--- src/fcsd_pkg.sv ---
/*
  Package for the flash command-sequence controller: bus codes, unlock addresses,
  command bytes, register offsets of the controller's own software port, field
  positions and bus timing counts.
  Assumes a x16 asynchronous parallel NOR flash on the far side of the pins.
*/
package fcsd_pkg;
  // Flash bus widths
  localparam int FCSD_ADDR_W      = 26;                 // Word address width
  localparam int FCSD_DATA_W      = 16;                 // x16 data bus
  localparam int FCSD_SECT_LSB    = 16;                 // Lowest sector select bit
  localparam int FCSD_DONTCARE_LSB = 11;                // Lowest ignored bit in unlock cycles

  // Unlock and command codes
  localparam logic [25:0] FCSD_UNLOCK_A1 = 26'h0000555;
  localparam logic [25:0] FCSD_UNLOCK_A2 = 26'h00002aa;
  localparam logic [7:0]  FCSD_CODE_AA   = 8'haa;
  localparam logic [7:0]  FCSD_CODE_55   = 8'h55;
  localparam logic [7:0]  FCSD_CMD_VLOCK = 8'he0;       // Volatile lock overlay entry
  localparam logic [7:0]  FCSD_CMD_ECC   = 8'h75;       // Correction status overlay entry
  localparam logic [7:0]  FCSD_CMD_PROG  = 8'ha0;       // Program / lock set-clear
  localparam logic [7:0]  FCSD_CMD_EXIT1 = 8'h90;       // Two-cycle exit, first word
  localparam logic [7:0]  FCSD_CMD_EXIT2 = 8'h00;       // Two-cycle exit, second word
  localparam logic [7:0]  FCSD_CMD_RESET = 8'hf0;       // Reset / overlay exit
  localparam logic [7:0]  FCSD_LOCK_SET  = 8'h00;       // Protected state / set data
  localparam logic [7:0]  FCSD_LOCK_CLR  = 8'h01;       // Unprotected state / clear data

  // Software port register offsets
  localparam logic [3:0] FCSD_REG_CTRL   = 4'h0;        // W: op start; R: status
  localparam logic [3:0] FCSD_REG_ADDR   = 4'h1;        // Target word address
  localparam logic [3:0] FCSD_REG_WDATA  = 4'h2;        // Program data
  localparam logic [3:0] FCSD_REG_RDATA  = 4'h3;        // Last read data
  localparam logic [3:0] FCSD_REG_MODE   = 4'h4;        // Overlay mode, read only

  // Control field positions
  localparam int FCSD_CTRL_OP_LSB = 0;                  // Operation code bits 3:0
  localparam int FCSD_STAT_BUSY   = 0;                  // Status busy bit
  localparam int FCSD_STAT_PROT   = 1;                  // Last lock status protected

  // Timing: strobe low 70 ns, recovery 20 ns, rounded up to whole clocks
  localparam int FCSD_CLK_NS      = 4;
  localparam int FCSD_STROBE_NS   = 70;
  localparam int FCSD_STROBE_CYC  = (FCSD_STROBE_NS + FCSD_CLK_NS - 1) / FCSD_CLK_NS;
  localparam int FCSD_RECOV_NS    = 20;
  localparam int FCSD_RECOV_CYC   = (FCSD_RECOV_NS + FCSD_CLK_NS - 1) / FCSD_CLK_NS;

  // Software operations
  typedef enum logic [3:0] {
    FCSD_OP_READ      = 4'h1,  // Plain array read
    FCSD_OP_VL_ENTER  = 4'h2,  // Enter volatile lock overlay
    FCSD_OP_VL_SET    = 4'h3,  // Set volatile lock on sector
    FCSD_OP_VL_CLEAR  = 4'h4,  // Clear volatile lock on sector
    FCSD_OP_VL_STATUS = 4'h5,  // Read sector lock status
    FCSD_OP_ECC_ENTER = 4'h6,  // Enter correction status overlay
    FCSD_OP_EXIT      = 4'h7,  // Two-cycle exit
    FCSD_OP_RESET     = 4'h8   // Single-cycle reset / overlay exit
  } fcsd_op_t;

  // Overlay the device is known to be in
  typedef enum logic [1:0] {
    FCSD_MODE_ARRAY,
    FCSD_MODE_VLOCK,
    FCSD_MODE_ECC
  } fcsd_mode_t;
endpackage : fcsd_pkg
--- src/fcsd_bus_cycle.sv ---
/*
  One asynchronous flash bus cycle: drives address, chip enable, write or
  output enable and data for the strobe time, then recovers.
  Assumes the flash meets its access time within the strobe time.
*/
`timescale 1ns/1ps
module fcsd_bus_cycle
  import fcsd_pkg::*;
(
  // Clock and reset
  input  wire logic                   clk_i,
  input  wire logic                   rst_i,
  // Request side
  input  wire logic                   start_i,
  input  wire logic                   write_i,
  input  wire logic [FCSD_ADDR_W-1:0] addr_i,
  input  wire logic [FCSD_DATA_W-1:0] wdata_i,
  output logic                        ready_o,
  output logic                        done_o,
  output logic [FCSD_DATA_W-1:0]      rdata_o,
  // Flash pins
  output logic [FCSD_ADDR_W-1:0]      fl_addr_o,
  output logic                        fl_ce_n_o,
  output logic                        fl_we_n_o,
  output logic                        fl_oe_n_o,
  output logic [FCSD_DATA_W-1:0]      fl_dq_o,
  output logic                        fl_dq_oe_o,
  input  wire logic [FCSD_DATA_W-1:0] fl_dq_i
);
  typedef enum logic [1:0] {FCSD_BC_IDLE, FCSD_BC_STROBE, FCSD_BC_RECOV} fcsd_bc_state_t;

  fcsd_bc_state_t state_reg;   // Cycle phase
  logic [7:0]     cnt_reg;     // Phase timer
  logic           write_reg;   // Cycle direction

  assign ready_o = (state_reg == FCSD_BC_IDLE);

  // Phase sequencing; recovery keeps consecutive cycles from merging on the strobes
  always_ff @(posedge clk_i) begin
    if (rst_i) begin
      state_reg <= FCSD_BC_IDLE;
      cnt_reg   <= 8'h00;
      done_o    <= 1'b0;
    end else begin
      done_o <= 1'b0;
      case (state_reg)
        FCSD_BC_IDLE: begin
          if (start_i) begin
            state_reg <= FCSD_BC_STROBE;
            cnt_reg   <= 8'(FCSD_STROBE_CYC - 1);
          end
        end
        FCSD_BC_STROBE: begin
          if (cnt_reg == 8'h00) begin
            state_reg <= FCSD_BC_RECOV;
            cnt_reg   <= 8'(FCSD_RECOV_CYC - 1);
          end else begin
            cnt_reg <= cnt_reg - 8'h01;
          end
        end
        FCSD_BC_RECOV: begin
          if (cnt_reg == 8'h00) begin
            state_reg <= FCSD_BC_IDLE;
            done_o    <= 1'b1;
          end else begin
            cnt_reg <= cnt_reg - 8'h01;
          end
        end
        default: state_reg <= FCSD_BC_IDLE;
      endcase
    end
  end

  // Pin drive; strobes are registered so they never glitch
  always_ff @(posedge clk_i) begin
    if (rst_i) begin
      fl_addr_o  <= '0;
      fl_dq_o    <= '0;
      fl_ce_n_o  <= 1'b1;
      fl_we_n_o  <= 1'b1;
      fl_oe_n_o  <= 1'b1;
      fl_dq_oe_o <= 1'b0;
      write_reg  <= 1'b0;
    end else if (state_reg == FCSD_BC_IDLE && start_i) begin
      fl_addr_o  <= addr_i;
      fl_dq_o    <= wdata_i;
      write_reg  <= write_i;
      fl_ce_n_o  <= 1'b0;
      fl_we_n_o  <= ~write_i;
      fl_oe_n_o  <= write_i;
      fl_dq_oe_o <= write_i;
    end else if (state_reg == FCSD_BC_STROBE && cnt_reg == 8'h00) begin
      fl_ce_n_o  <= 1'b1;
      fl_we_n_o  <= 1'b1;
      fl_oe_n_o  <= 1'b1;
      fl_dq_oe_o <= 1'b0;
    end
  end

  // Read data captured on the last strobe cycle
  always_ff @(posedge clk_i) begin
    if (rst_i) begin
      rdata_o <= '0;
    end else if (state_reg == FCSD_BC_STROBE && cnt_reg == 8'h00 && !write_reg) begin
      rdata_o <= fl_dq_i;
    end
  end
endmodule : fcsd_bus_cycle

--- src/fcsd_ctrl.sv ---
/*
  Host-side command-sequence controller for a parallel NOR flash. Software
  starts an operation through a small register port; the controller issues the
  unlock, command and data cycles on the flash pins and tracks the overlay.
  Assumes software writes one operation at a time and polls busy.
*/
`timescale 1ns/1ps
module fcsd_ctrl
  import fcsd_pkg::*;
(
  // Clock and reset
  input  wire logic                   clk_i,
  input  wire logic                   rst_i,
  // Software register port
  input  wire logic [3:0]             reg_addr_i,
  input  wire logic [31:0]            reg_wdata_i,
  input  wire logic                   reg_wr_i,
  input  wire logic                   reg_rd_i,
  output logic [31:0]                 reg_rdata_o,
  // Flash pins
  output logic [FCSD_ADDR_W-1:0]      fl_addr_o,
  output logic                        fl_ce_n_o,
  output logic                        fl_we_n_o,
  output logic                        fl_oe_n_o,
  output logic [FCSD_DATA_W-1:0]      fl_dq_o,
  output logic                        fl_dq_oe_o,
  input  wire logic [FCSD_DATA_W-1:0] fl_dq_i
);
  // Sequencer states
  typedef enum logic [1:0] {FCSD_IDLE, FCSD_ISSUE, FCSD_WAIT} fcsd_state_t;

  fcsd_state_t            state_reg;    // Sequencer state
  fcsd_op_t               op_reg;       // Operation in progress
  fcsd_mode_t             mode_reg;     // Overlay the device is in
  logic [2:0]             step_reg;     // Cycle index within sequence
  logic [FCSD_ADDR_W-1:0] addr_reg;     // Target address
  logic [FCSD_DATA_W-1:0] wdata_reg;    // Program data
  logic [FCSD_DATA_W-1:0] rdata_reg;    // Last read result
  logic                   prot_reg;     // Last lock status was protected
  logic                   busy;         // Operation running

  // Current cycle presented to the bus engine
  logic                   cyc_write;    // Cycle is a write
  logic [FCSD_ADDR_W-1:0] cyc_addr;     // Cycle address
  logic [FCSD_DATA_W-1:0] cyc_data;     // Cycle data
  logic [2:0]             cyc_last;     // Index of final cycle
  logic                   bc_ready;     // Bus engine idle
  logic                   bc_done;      // Bus cycle finished
  logic [FCSD_DATA_W-1:0] bc_rdata;     // Bus read data
  logic                   start_ok;     // Software start is legal now
  logic [FCSD_ADDR_W-1:0] sect_addr;    // Sector-aligned address

  assign busy = (state_reg != FCSD_IDLE);
  // Low bits are don't-care to the device; aligning them keeps traces readable
  assign sect_addr = {addr_reg[FCSD_ADDR_W-1:FCSD_SECT_LSB], {FCSD_SECT_LSB{1'b0}}};

  // Start legality: overlay commands only where they make sense
  always_comb begin
    case (fcsd_op_t'(reg_wdata_i[FCSD_CTRL_OP_LSB +: 4]))
      FCSD_OP_READ:      start_ok = 1'b1;
      FCSD_OP_VL_ENTER:  start_ok = (mode_reg == FCSD_MODE_ARRAY);
      FCSD_OP_ECC_ENTER: start_ok = (mode_reg == FCSD_MODE_ARRAY);
      FCSD_OP_VL_SET:    start_ok = (mode_reg == FCSD_MODE_VLOCK);
      FCSD_OP_VL_CLEAR:  start_ok = (mode_reg == FCSD_MODE_VLOCK);
      FCSD_OP_VL_STATUS: start_ok = (mode_reg == FCSD_MODE_VLOCK);
      FCSD_OP_EXIT:      start_ok = (mode_reg == FCSD_MODE_VLOCK);
      FCSD_OP_RESET:     start_ok = 1'b1;
      // No buffered program, abort reset or password op is offered, so the host never
      // issues a shortened abort, a bad word count, a split line or out-of-order words
      default:           start_ok = 1'b0;
    endcase
  end

  // Cycle table per operation and step
  always_comb begin
    cyc_write = 1'b1;
    cyc_addr  = '0;
    cyc_data  = '0;
    cyc_last  = 3'd0;
    case (op_reg)
      FCSD_OP_READ: begin
        cyc_write = 1'b0;
        cyc_addr  = addr_reg;
      end
      FCSD_OP_VL_ENTER, FCSD_OP_ECC_ENTER: begin
        cyc_last = 3'd2;
        // Upper bits left zero in unlock cycles
        case (step_reg)
          3'd0: begin
            cyc_addr = FCSD_UNLOCK_A1;
            cyc_data = {8'h00, FCSD_CODE_AA};
          end
          3'd1: begin
            cyc_addr = FCSD_UNLOCK_A2;
            cyc_data = {8'h00, FCSD_CODE_55};
          end
          default: begin
            cyc_addr = FCSD_UNLOCK_A1;
            cyc_data = (op_reg == FCSD_OP_ECC_ENTER) ? {8'h00, FCSD_CMD_ECC}
                                                     : {8'h00, FCSD_CMD_VLOCK};
          end
        endcase
      end
      FCSD_OP_VL_SET, FCSD_OP_VL_CLEAR: begin
        cyc_last = 3'd1;
        if (step_reg == 3'd0) begin
          cyc_data = {8'h00, FCSD_CMD_PROG};
        end else begin
          cyc_addr = sect_addr;
          cyc_data = (op_reg == FCSD_OP_VL_SET) ? {8'h00, FCSD_LOCK_SET}
                                                : {8'h00, FCSD_LOCK_CLR};
        end
      end
      FCSD_OP_VL_STATUS: begin
        cyc_write = 1'b0;
        cyc_addr  = sect_addr;
      end
      FCSD_OP_EXIT: begin
        cyc_last = 3'd1;
        cyc_data = (step_reg == 3'd0) ? {8'h00, FCSD_CMD_EXIT1} : {8'h00, FCSD_CMD_EXIT2};
      end
      FCSD_OP_RESET: begin
        cyc_data = {8'h00, FCSD_CMD_RESET};
      end
      default: begin
        cyc_last = 3'd0;
      end
    endcase
  end

  // Sequencer
  always_ff @(posedge clk_i) begin
    if (rst_i) begin
      state_reg <= FCSD_IDLE;
      op_reg    <= FCSD_OP_READ;
      step_reg  <= 3'd0;
      addr_reg  <= '0;
      wdata_reg <= '0;
    end else begin
      case (state_reg)
        FCSD_IDLE: begin
          if (reg_wr_i && reg_addr_i == FCSD_REG_ADDR) begin
            addr_reg <= reg_wdata_i[FCSD_ADDR_W-1:0];
          end
          if (reg_wr_i && reg_addr_i == FCSD_REG_WDATA) begin
            wdata_reg <= reg_wdata_i[FCSD_DATA_W-1:0];
          end
          // Illegal starts are dropped silently; software sees busy stay low
          if (reg_wr_i && reg_addr_i == FCSD_REG_CTRL && start_ok) begin
            op_reg    <= fcsd_op_t'(reg_wdata_i[FCSD_CTRL_OP_LSB +: 4]);
            step_reg  <= 3'd0;
            state_reg <= FCSD_ISSUE;
          end
        end
        FCSD_ISSUE: begin
          if (bc_ready) begin
            state_reg <= FCSD_WAIT;
          end
        end
        FCSD_WAIT: begin
          if (bc_done) begin
            if (step_reg == cyc_last) begin
              state_reg <= FCSD_IDLE;
            end else begin
              step_reg  <= step_reg + 3'd1;
              state_reg <= FCSD_ISSUE;
            end
          end
        end
        default: state_reg <= FCSD_IDLE;
      endcase
    end
  end

  // Overlay tracking: entries open, exit and reset return to array reads
  always_ff @(posedge clk_i) begin
    if (rst_i) begin
      mode_reg <= FCSD_MODE_ARRAY;
    end else if (state_reg == FCSD_WAIT && bc_done && step_reg == cyc_last) begin
      case (op_reg)
        FCSD_OP_VL_ENTER:  mode_reg <= FCSD_MODE_VLOCK;
        FCSD_OP_ECC_ENTER: mode_reg <= FCSD_MODE_ECC;
        FCSD_OP_EXIT:      mode_reg <= FCSD_MODE_ARRAY;
        FCSD_OP_RESET:     mode_reg <= FCSD_MODE_ARRAY;
        default:           mode_reg <= mode_reg;
      endcase
    end
  end

  // Read results; lock status is protected when the low byte is 00h
  always_ff @(posedge clk_i) begin
    if (rst_i) begin
      rdata_reg <= '0;
      prot_reg  <= 1'b0;
    end else if (state_reg == FCSD_WAIT && bc_done && !cyc_write) begin
      rdata_reg <= bc_rdata;
      if (op_reg == FCSD_OP_VL_STATUS) begin
        prot_reg <= (bc_rdata[7:0] == FCSD_LOCK_SET);
      end
    end
  end

  // Register read port, one cycle latency
  always_ff @(posedge clk_i) begin
    if (rst_i) begin
      reg_rdata_o <= 32'h0000_0000;
    end else if (reg_rd_i) begin
      case (reg_addr_i)
        FCSD_REG_CTRL:  reg_rdata_o <= {30'h0, prot_reg, busy};
        FCSD_REG_ADDR:  reg_rdata_o <= {6'h00, addr_reg};
        FCSD_REG_WDATA: reg_rdata_o <= {16'h0000, wdata_reg};
        FCSD_REG_RDATA: reg_rdata_o <= {16'h0000, rdata_reg};
        FCSD_REG_MODE:  reg_rdata_o <= {30'h0, mode_reg};
        default:        reg_rdata_o <= 32'h0000_0000;
      endcase
    end else begin
      reg_rdata_o <= 32'h0000_0000;
    end
  end

  // Single bus cycle engine
  fcsd_bus_cycle u_bus (
    .clk_i      (clk_i),
    .rst_i      (rst_i),
    .start_i    (state_reg == FCSD_ISSUE),
    .write_i    (cyc_write),
    .addr_i     (cyc_addr),
    .wdata_i    (cyc_data),
    .ready_o    (bc_ready),
    .done_o     (bc_done),
    .rdata_o    (bc_rdata),
    .fl_addr_o  (fl_addr_o),
    .fl_ce_n_o  (fl_ce_n_o),
    .fl_we_n_o  (fl_we_n_o),
    .fl_oe_n_o  (fl_oe_n_o),
    .fl_dq_o    (fl_dq_o),
    .fl_dq_oe_o (fl_dq_oe_o),
    .fl_dq_i    (fl_dq_i)
  );

  // Checks
  cmd_upper_zero_a: assert property (@(posedge clk_i) disable iff (rst_i)
    (!fl_we_n_o) |-> (fl_dq_o[15:8] == 8'h00))
    else $error("Upper byte not zero in command cycle");
  unlock_high_a: assert property (@(posedge clk_i) disable iff (rst_i)
    (!fl_we_n_o && fl_dq_o[7:0] == FCSD_CODE_AA) |-> (fl_addr_o == FCSD_UNLOCK_A1))
    else $error("Unlock cycle address wrong");
  write_has_data_a: assert property (@(posedge clk_i) disable iff (rst_i)
    (!fl_we_n_o) |-> (fl_dq_oe_o && fl_oe_n_o && !fl_ce_n_o))
    else $error("Write cycle without data drive");
  read_no_drive_a: assert property (@(posedge clk_i) disable iff (rst_i)
    (!fl_oe_n_o) |-> (!fl_dq_oe_o && fl_we_n_o))
    else $error("Read cycle drives data");
  exit_mode_a: assert property (@(posedge clk_i) disable iff (rst_i)
    (state_reg == FCSD_WAIT && bc_done && step_reg == cyc_last && op_reg == FCSD_OP_EXIT)
      |=> (mode_reg == FCSD_MODE_ARRAY))
    else $error("Exit did not return to array mode");
  reset_mode_a: assert property (@(posedge clk_i) disable iff (rst_i)
    (state_reg == FCSD_WAIT && bc_done && op_reg == FCSD_OP_RESET) |=> (mode_reg == FCSD_MODE_ARRAY))
    else $error("Reset did not return to array mode");
  lock_data_a: assert property (@(posedge clk_i) disable iff (rst_i)
    (!fl_we_n_o && op_reg == FCSD_OP_VL_CLEAR && step_reg == 3'd1) |-> (fl_dq_o[7:0] == FCSD_LOCK_CLR))
    else $error("Lock clear data wrong");
  sect_low_a: assert property (@(posedge clk_i) disable iff (rst_i)
    (!fl_we_n_o && op_reg == FCSD_OP_VL_SET && step_reg == 3'd1) |-> (fl_addr_o[15:0] == 16'h0000))
    else $error("Sector address low bits not aligned");
  ecc_entry_a: assert property (@(posedge clk_i) disable iff (rst_i)
    (state_reg == FCSD_WAIT && bc_done && step_reg == 3'd2 && op_reg == FCSD_OP_ECC_ENTER)
      |=> (mode_reg == FCSD_MODE_ECC))
    else $error("Correction overlay not entered");
  cover_ecc_c:   cover property (@(posedge clk_i) mode_reg == FCSD_MODE_ECC);
  cover_vlock_c: cover property (@(posedge clk_i) op_reg == FCSD_OP_VL_SET && bc_done);
  cover_stat_c:  cover property (@(posedge clk_i) prot_reg);
endmodule : fcsd_ctrl

--- config.mk ---
export PLATFORM = sky130hd
export DESIGN_NAME = fcsd_ctrl
export DESIGN_NICKNAME = d
export VERILOG_FILES = /design/src/fcsd_pkg.sv /design/src/fcsd_bus_cycle.sv /design/src/fcsd_ctrl.sv
export SDC_FILE = /design/constraint.sdc
export NUM_CORES = 1
export LEC_CHECK = 0
export ABC_AREA = 1
export BUFFER_PORTS_ARGS = -buffer_cell sky130_fd_sc_hd__buf_4
export CAP_MARGIN = 20
export CORE_ASPECT_RATIO = 2
export CORE_UTILIZATION = 45
export DETAILED_ROUTE_END_ITERATION = 8
export GPL_ROUTABILITY_DRIVEN = 0
export GPL_TIMING_DRIVEN = 0
export PLACE_DENSITY = 0.7
export SLEW_MARGIN = 20
export SYNTH_ARGS = -nofsm -noshare
export SYNTH_HDL_FRONTEND = slang
export SYNTH_HIERARCHICAL = 1
export SYNTH_SLANG_ARGS = --single-unit
--- constraint.sdc ---
create_clock -name clk_i -period 2.1 [get_ports clk_i]
set_input_delay 0.21 -clock clk_i [delete_from_list [all_inputs] [get_ports clk_i]]
set_output_delay 0.21 -clock clk_i [all_outputs]
set_load 0.01 [all_outputs]
==> results of run 1 <==
## metal layers
metal / GRT usage / vias to the layer above / share of wire
met4: 0.164 / 0 / 0.058
met3: 0.0494 / 62 / 0.039
met2: 0.473 / 161 / 0.55
li1: - / 3345 / -
met5: 0 / - / 0
met1: 0.223 / 2938 / 0.35
## kinds of logic (layout without fill, tap and decap cells)
group | Yosys count | in the layout | share of synthesized area
xor gates and xnor gates | 3 | 3 | 0.00371
and+or+nand+nor | 390 | 390 | 0.241
buffers and inverters | 149 | 303 | 0.0917
other | 1 | 14 | 0.000530
adders and majority gates | 7 | 7 | 0.0124
AOI/OAI and AO/OA | 226 | 226 | 0.170
DFF | 170 | 170 | 0.481
## worst register-to-register path: cells and delay by family, from the launching register on
family | cells | cell delay (ns)
flip-flops | 1 | 0.39
AND/OR/NAND/NOR | 4 | 0.65
buffers and inverters | 3 | 0.75
## cells in the mapped netlist
master / number / share of area
nor2_1: 183 / 0.097
dfxtp_1: 170 / 0.48
nand2_1: 122 / 0.065
o21ai_0: 117 / 0.083
inv_1: 85 / 0.045
a21oi_1: 71 / 0.050
nand3_1: 32 / 0.023
clkbuf_1: 17 / 0.0090
buf_2: 13 / 0.0092
inv_2: 13 / 0.0069
o21ai_1: 13 / 0.0092
nor3_1: 11 / 0.0078
nand2_2: 9 / 0.0080
buf_4: 8 / 0.0085
o211ai_1: 8 / 0.0085
ha_1: 7 / 0.012
nor2_4: 7 / 0.011
o221ai_1: 7 / 0.0087
nand4_1: 6 / 0.0053
nor2_2: 6 / 0.0053
buf_6: 5 / 0.0080
nand2_4: 4 / 0.0064
a211oi_1: 3 / 0.0032
a21oi_2: 3 / 0.0037
clkinv_2: 3 / 0.0021
nand3_2: 3 / 0.0042
buf_1: 2 / 0.0011
clkbuf_2: 2 / 0.0014
nand3b_1: 2 / 0.0021
nor4_1: 2 / 0.0018
o22ai_1: 2 / 0.0018
xor2_1: 2 / 0.0025
a31oi_1: 1 / 0.00088
and2_4: 1 / 0.0012
and3_2: 1 / 0.0011
clkinv_1: 1 / 0.00053
conb_1: 1 / 0.00053
nand3_4: 1 / 0.0025
o21bai_1: 1 / 0.0011
xnor2_1: 1 / 0.0012
## final cells by class
| class | count | share of cell area |
|---|---|---|
| flip-flops and latches | 170 | 0.383 |
| multi-input cells | 640 | 0.346 |
| repair buffers | 122 | 0.103 |
| clock buffers | 17 | 0.0479 |
| inverters | 102 | 0.0435 |
| plain buffers | 47 | 0.0296 |
| well taps | 198 | 0.0279 |
| clock inverters | 15 | 0.0185 |
## report_power, final
group | internal (mW) | total [mW] | switching [mW]
clock network | 1.77 | 3.12 | 1.35
logic | 0.139 | 0.350 | 0.211
registers | 3.25 | 3.26 | 0.0115
## how the worst max path moves through the flow
stage / startpoint / endpoint / cells past startpoint
2_1_floorplan: u_bus/state_reg[0]$_SDFFE_PP0P_ / u_bus/cnt_reg[0]$_SDFFE_PP0P_ / 10
3_3_place_gp: state_reg[0]$_SDFFE_PP0P_ / u_bus/fl_addr_o[2]$_SDFFE_PP0P_ / 7
3_5_place_dp: state_reg[0]$_SDFFE_PP0P_ / u_bus/fl_addr_o[2]$_SDFFE_PP0P_ / 7
4_1_cts: state_reg[0]$_SDFFE_PP0P_ / u_bus/fl_addr_o[2]$_SDFFE_PP0P_ / 7
5_1_grt: step_reg[0]$_SDFFE_PP0P_ / u_bus/fl_addr_o[17]$_SDFFE_PP0P_ / 9
6_report: state_reg[0]$_SDFFE_PP0P_ / u_bus/fl_addr_o[2]$_SDFFE_PP0P_ / 7
## metrics by stage
| step | setup WS (ns) | hold WS (ns) | util | cell area, um2 | instances |
|---|---|---|---|---|---|
| 3_5_place_dp | 0.213 | 0.445 | 0.542 | 8280 | 1278 |
| 4_1_cts | 0.192 | 0.0116 | 0.581 | 8880 | 1311 |
| 6_report | 0.241 | 0.0378 | 0.581 | 8880 | 1311 |
| 2_1_floorplan | 0.615 | 0.279 | - | 7130 | 959 |
| 5_1_grt | 0.0231 | 0.0478 | 0.581 | 8880 | 1311 |
| 3_3_place_gp | 0.255 | 0.439 | 0.542 | 8280 | 1278 |
## repair_timing
item                      in CTS  in global routing
hold buffers                   1                  0
buffers inserted               0                  0
gates resized for setup        0                  0
hold endpoints to repair       3                  0
==> results.cfg, run 1 <==
[worst_hold_path]
hold_path.class = primary input to register
worst_hold_path.num_cells = 3
worstHoldStart = reg_wdata_i[11]
whs_endpoint = wdata_reg[11]$_SDFFE_PP0P_

[global_route]
grt_pass1_wl_um = 30200
grtUsageTotal = 0.243
grt_pass1_vias = 6336
overflow = 0
antenna_found_initial = 0
grt_max_degree = 17

[floorplan]
die_y_um = 179
die_x_um = 90.7
num_rows = 64
die_area_um2 = 16300
ios = 134
fp.coreArea_um2 = 15300
initial_core_util = 0.463

[sta]
max_clock_freq_mhz = 538
hold_viol_final = 0
setup_viol_count_final = 0
fin_skew_ns = 0.00692
timing.final.crit_share = 0.885
max_slew_margin = 0.642
final.setup.tns_ns = 0
period_needed_ns = 1.86
rsz0062_at_grt = false
slew_viol_final = 0
max_slew.worst_pin.slew_ns = 0.537

[yosys]
ys_warn_count = 6
synth_area_um2 = 7080
postSynthCellCount = 946
seq_area_frac_synth = 0.481
synth.distinct_cells = 40
postSynthAreaPerCell_um2 = 7.48
synth-seq-cells = 170

[finish]
multiInputGateArea_um2 = 3080
drive_above_1_share = 0.208
diodes = 0
layout.cells.most_common = nor2_1
syn_to_final_growth_pct = 25.5
layout.nets = 1163
layout_common_cells = 183 x nor2_1, 170 x dfxtp_1, 129 x buf_4, 122 x nand2_1, 117 x o21ai_0
seqCellArea_um2 = 3400
n_fill_cell = 1496

[cts]
clockBufferDepth = 2
cts_root_buf = clkbuf_16
clkLatencyLatePin_ns = 0.43
numCtsBuffers = 17
clk_pin_slew_worst_paths_ns = 0.07
htreeDepth = 4
cts_tree = yes
clock_sinks = 170

[power]
power.total_mw = 6.73
peakVddDrop_v = 0.000621
p_per_area_nw_per_um2 = 758
power.leakage_nw = 3.84

[detailed_routing]
drc = 0
vias = 6506
wl_per_cell_um = 14.5
antenna_left = 0
totalWireLength_um = 19000
firstDrtPassIters = 4
initialDrtViolationCount = 245
via_per_inst = 4.96

[status]
status = complete, no violations

[critical_path]
end_kind = register
timing.critical_path.buf_inv = 3
cp_common_cell = nor2_1
worstReg2RegEnd = u_bus/fl_addr_o[2]$_SDFFE_PP0P_
critPathRequiredTime_ns = 2.47
crit_fanout = 10
crit_chain = inv_1 > nor2_1 > nand2_1 > inv_2 > buf_1 > nor2_1 > nor2_1
cp_top_family = buffers and inverters
slowest_stage = dfxtp_1
rrSetupSlack_ns = 0.24
start_kind = register
cpPeakStageDelay_ns = 0.39
reg2reg_depth = 7
r2r_start = state_reg[0]$_SDFFE_PP0P_
critPathArrivalTime_ns = 2.23
path_class = register to register

[placement]
dpl.hpwl_um = 14800
io_buffers = 121

[job]
cap_violations = 0
(Power assumes the default switching activity.)
==> run 2: changes to the inputs <==
==> constraint.sdc (replaced) <==
create_clock -name clk_i -period 2.1 [get_ports clk_i]
set_input_delay 0 -clock clk_i [delete_from_list [all_inputs] [get_ports clk_i]]
set_output_delay 0 -clock clk_i [all_outputs]
set_load 0.01 [all_outputs]
==> run 2 against run 1 <==
Net effect:
- non-clock buffer count rose by 46
- highest routed layer unchanged
- fmax fell by 5.6%
- register-to-register slack got worse by 0.11 ns
- final area rose by 5.4%
- first-iteration DRC count fell by 4.9%
- critical endpoint is now u_bus/rdata_o[15]$_SDFFE_PP0P_
- sequential cell count did not move
- via count rose by 3.5%
==> results.cfg, run 2 (synthesis gave the netlist of run 1 again) <==
[finish]
seqCellArea_um2 = 3400
instances_no_fill = 1357
layout_common_cells = 183 x nor2_1, 170 x dfxtp_1, 131 x buf_4, 121 x nand2_1, 117 x o21ai_0
fin_area_um2 = 9360
multiInputGateArea_um2 = 3100
drive_above_1_share = 0.206
n_fill_cell = 1435
diodes = 0
layout.cells.most_common = nor2_1
layout.nets = 1209
syn_to_final_growth_pct = 32.3

[critical_path]
start_kind = register
slowest_stage = dlygate4sd3_1
critPathArrivalTime_ns = 2.34
crit_fanout = 3
cpPeakStageDelay_ns = 0.56
end_kind = register
crit_chain = inv_2 > ha_4 > nand2_2 > nor2_4 > nand2_2 > nor2_4 > buf_6 > nand3_1 > a21oi_2 > dlygate4sd3_1
critPathRequiredTime_ns = 2.47
path_class = register to register
cp_top_family = buffers and inverters
timing.critical_path.buf_inv = 3

[placement]
pre_cts_ws_ns = 0.213
placedCellCount = 1278
dpl.hpwl_um = 14800
dpl_cell_area_um2 = 8280
io_buffers = 121

[job]
cap_violations = 0

[floorplan]
die_y_um = 179
die_x_um = 90.7
fp.coreArea_um2 = 15300
initial_core_util = 0.463
ios = 134
die_area_um2 = 16300
num_rows = 64

[sta]
max_slew_margin = 0.633
max_slew.worst_pin.slew_ns = 0.551
max_clock_freq_mhz = 508
timing.final.crit_share = 0.937
hold_viol_final = 0
fin_skew_ns = 0.00644
slew_viol_final = 0
setup_viol_count_final = 0
period_needed_ns = 1.97
layout_setup_ws_ns = 0.132

[global_route]
grtUsageTotal = 0.249
overflow = 0
grt_max_degree = 17
grt_pass1_wl_um = 31100
antenna_found_initial = 0
grt_pass1_vias = 6612

[detailed_routing]
initialDrtViolationCount = 233
antenna_left = 0
via_per_inst = 4.96
totalWireLength_um = 19600
drc = 0
wl_per_cell_um = 14.4
firstDrtPassIters = 5
vias = 6731

[cts]
numCtsBuffers = 17
clkLatencyLatePin_ns = 0.43
clockBufferDepth = 2
cts_tree = yes
cts_root_buf = clkbuf_16
htreeDepth = 4
clock_sinks = 170
clk_pin_slew_worst_paths_ns = 0.07

[worst_hold_path]
hold_path.class = primary input to register

[power]
peakVddDrop_v = 0.000620
seqPwrFrac = 0.479
clockPowerShare = 0.460
intPower_mw = 5.21
power.total_mw = 6.81
combPwrFrac = 0.061
p_per_area_nw_per_um2 = 727
p_sw_mw = 1.60
power.leakage_nw = 4.04
switching_share = 0.234

[status]
status = complete, no violations
## run 2: per-layer routing
layer	wire length, um	global-route usage	up-vias
met5	0	0	-
met4	1080	0.166	0
met3	736	0.0485	64
met2	10800	0.486	172
met1	7000	0.230	3058
li1	-	-	3437
## run 2: area by class of cell
cell class | instances | share of cell area
flip-flops and latches | 170 | 0.363
multi-input cells | 640 | 0.331
repair buffers | 168 | 0.147
clock buffers | 17 | 0.0454
inverters | 102 | 0.0413
plain buffers | 47 | 0.0281
well taps | 198 | 0.0265
clock inverters | 15 | 0.0175
## run 2: tightest hold or removal path, cell delays in order
cell	delay [ns]
buf_4	0.10
nor2_2	0.05
nand2_2	0.07
nor2_2	0.03
nand2_1	0.09
nor2_4	0.05
nand3_1	0.06
a21oi_1	0.05
## run 2: path summary, 6_finish.rpt
path | startpoint | endpoint | slack, ns | cells after the start
hold reg to reg | u_bus/rdata_o[13]$_SDFFE_PP0P_ | u_bus/rdata_o[13]$_SDFFE_PP0P_ | 0.46 | 2
setup / recovery | u_bus/cnt_reg[1]$_SDFFE_PP0P_ | u_bus/rdata_o[15]$_SDFFE_PP0P_ | 0.13 | 10
hold / removal | reg_addr_i[0] | op_reg[1]$_SDFFE_PP0P_ | 0.12 | 8
setup reg to reg | u_bus/cnt_reg[1]$_SDFFE_PP0P_ | u_bus/rdata_o[15]$_SDFFE_PP0P_ | 0.13 | 10
## run 2: timing repair
action / CTS / global route
setup buffers: 0 / 2
endpoints found under the hold margin: 68 / 0
gates resized for setup: 0 / 7
endpoints found under the setup margin: 0 / 1
hold buffers: 45 / 0
## run 2: per-stage QoR
| stage | TNS (ns) | hold WS [ns] | utilization |
|---|---|---|---|
| 2_1_floorplan | 0 | 0.0691 | - |
| 3_3_place_gp | 0 | 0.229 | 0.542 |
| 3_5_place_dp | 0 | 0.235 | 0.542 |
| 4_1_cts | 0 | 0.102 | 0.610 |
| 5_1_grt | -0.00386 | 0.148 | 0.612 |
| 6_report | 0 | 0.120 | 0.612 |
## run 2: power by group through the flow
stage	Sequential [mW]	Combinational, mW	Clock, mW
after CTS	3.26	0.415	3.20
after floorplan	3.33	0.183	0
after detailed placement	3.33	0.345	0
after global routing	3.26	0.457	3.32
final	3.26	0.418	3.13
after global placement	3.33	0.344	0
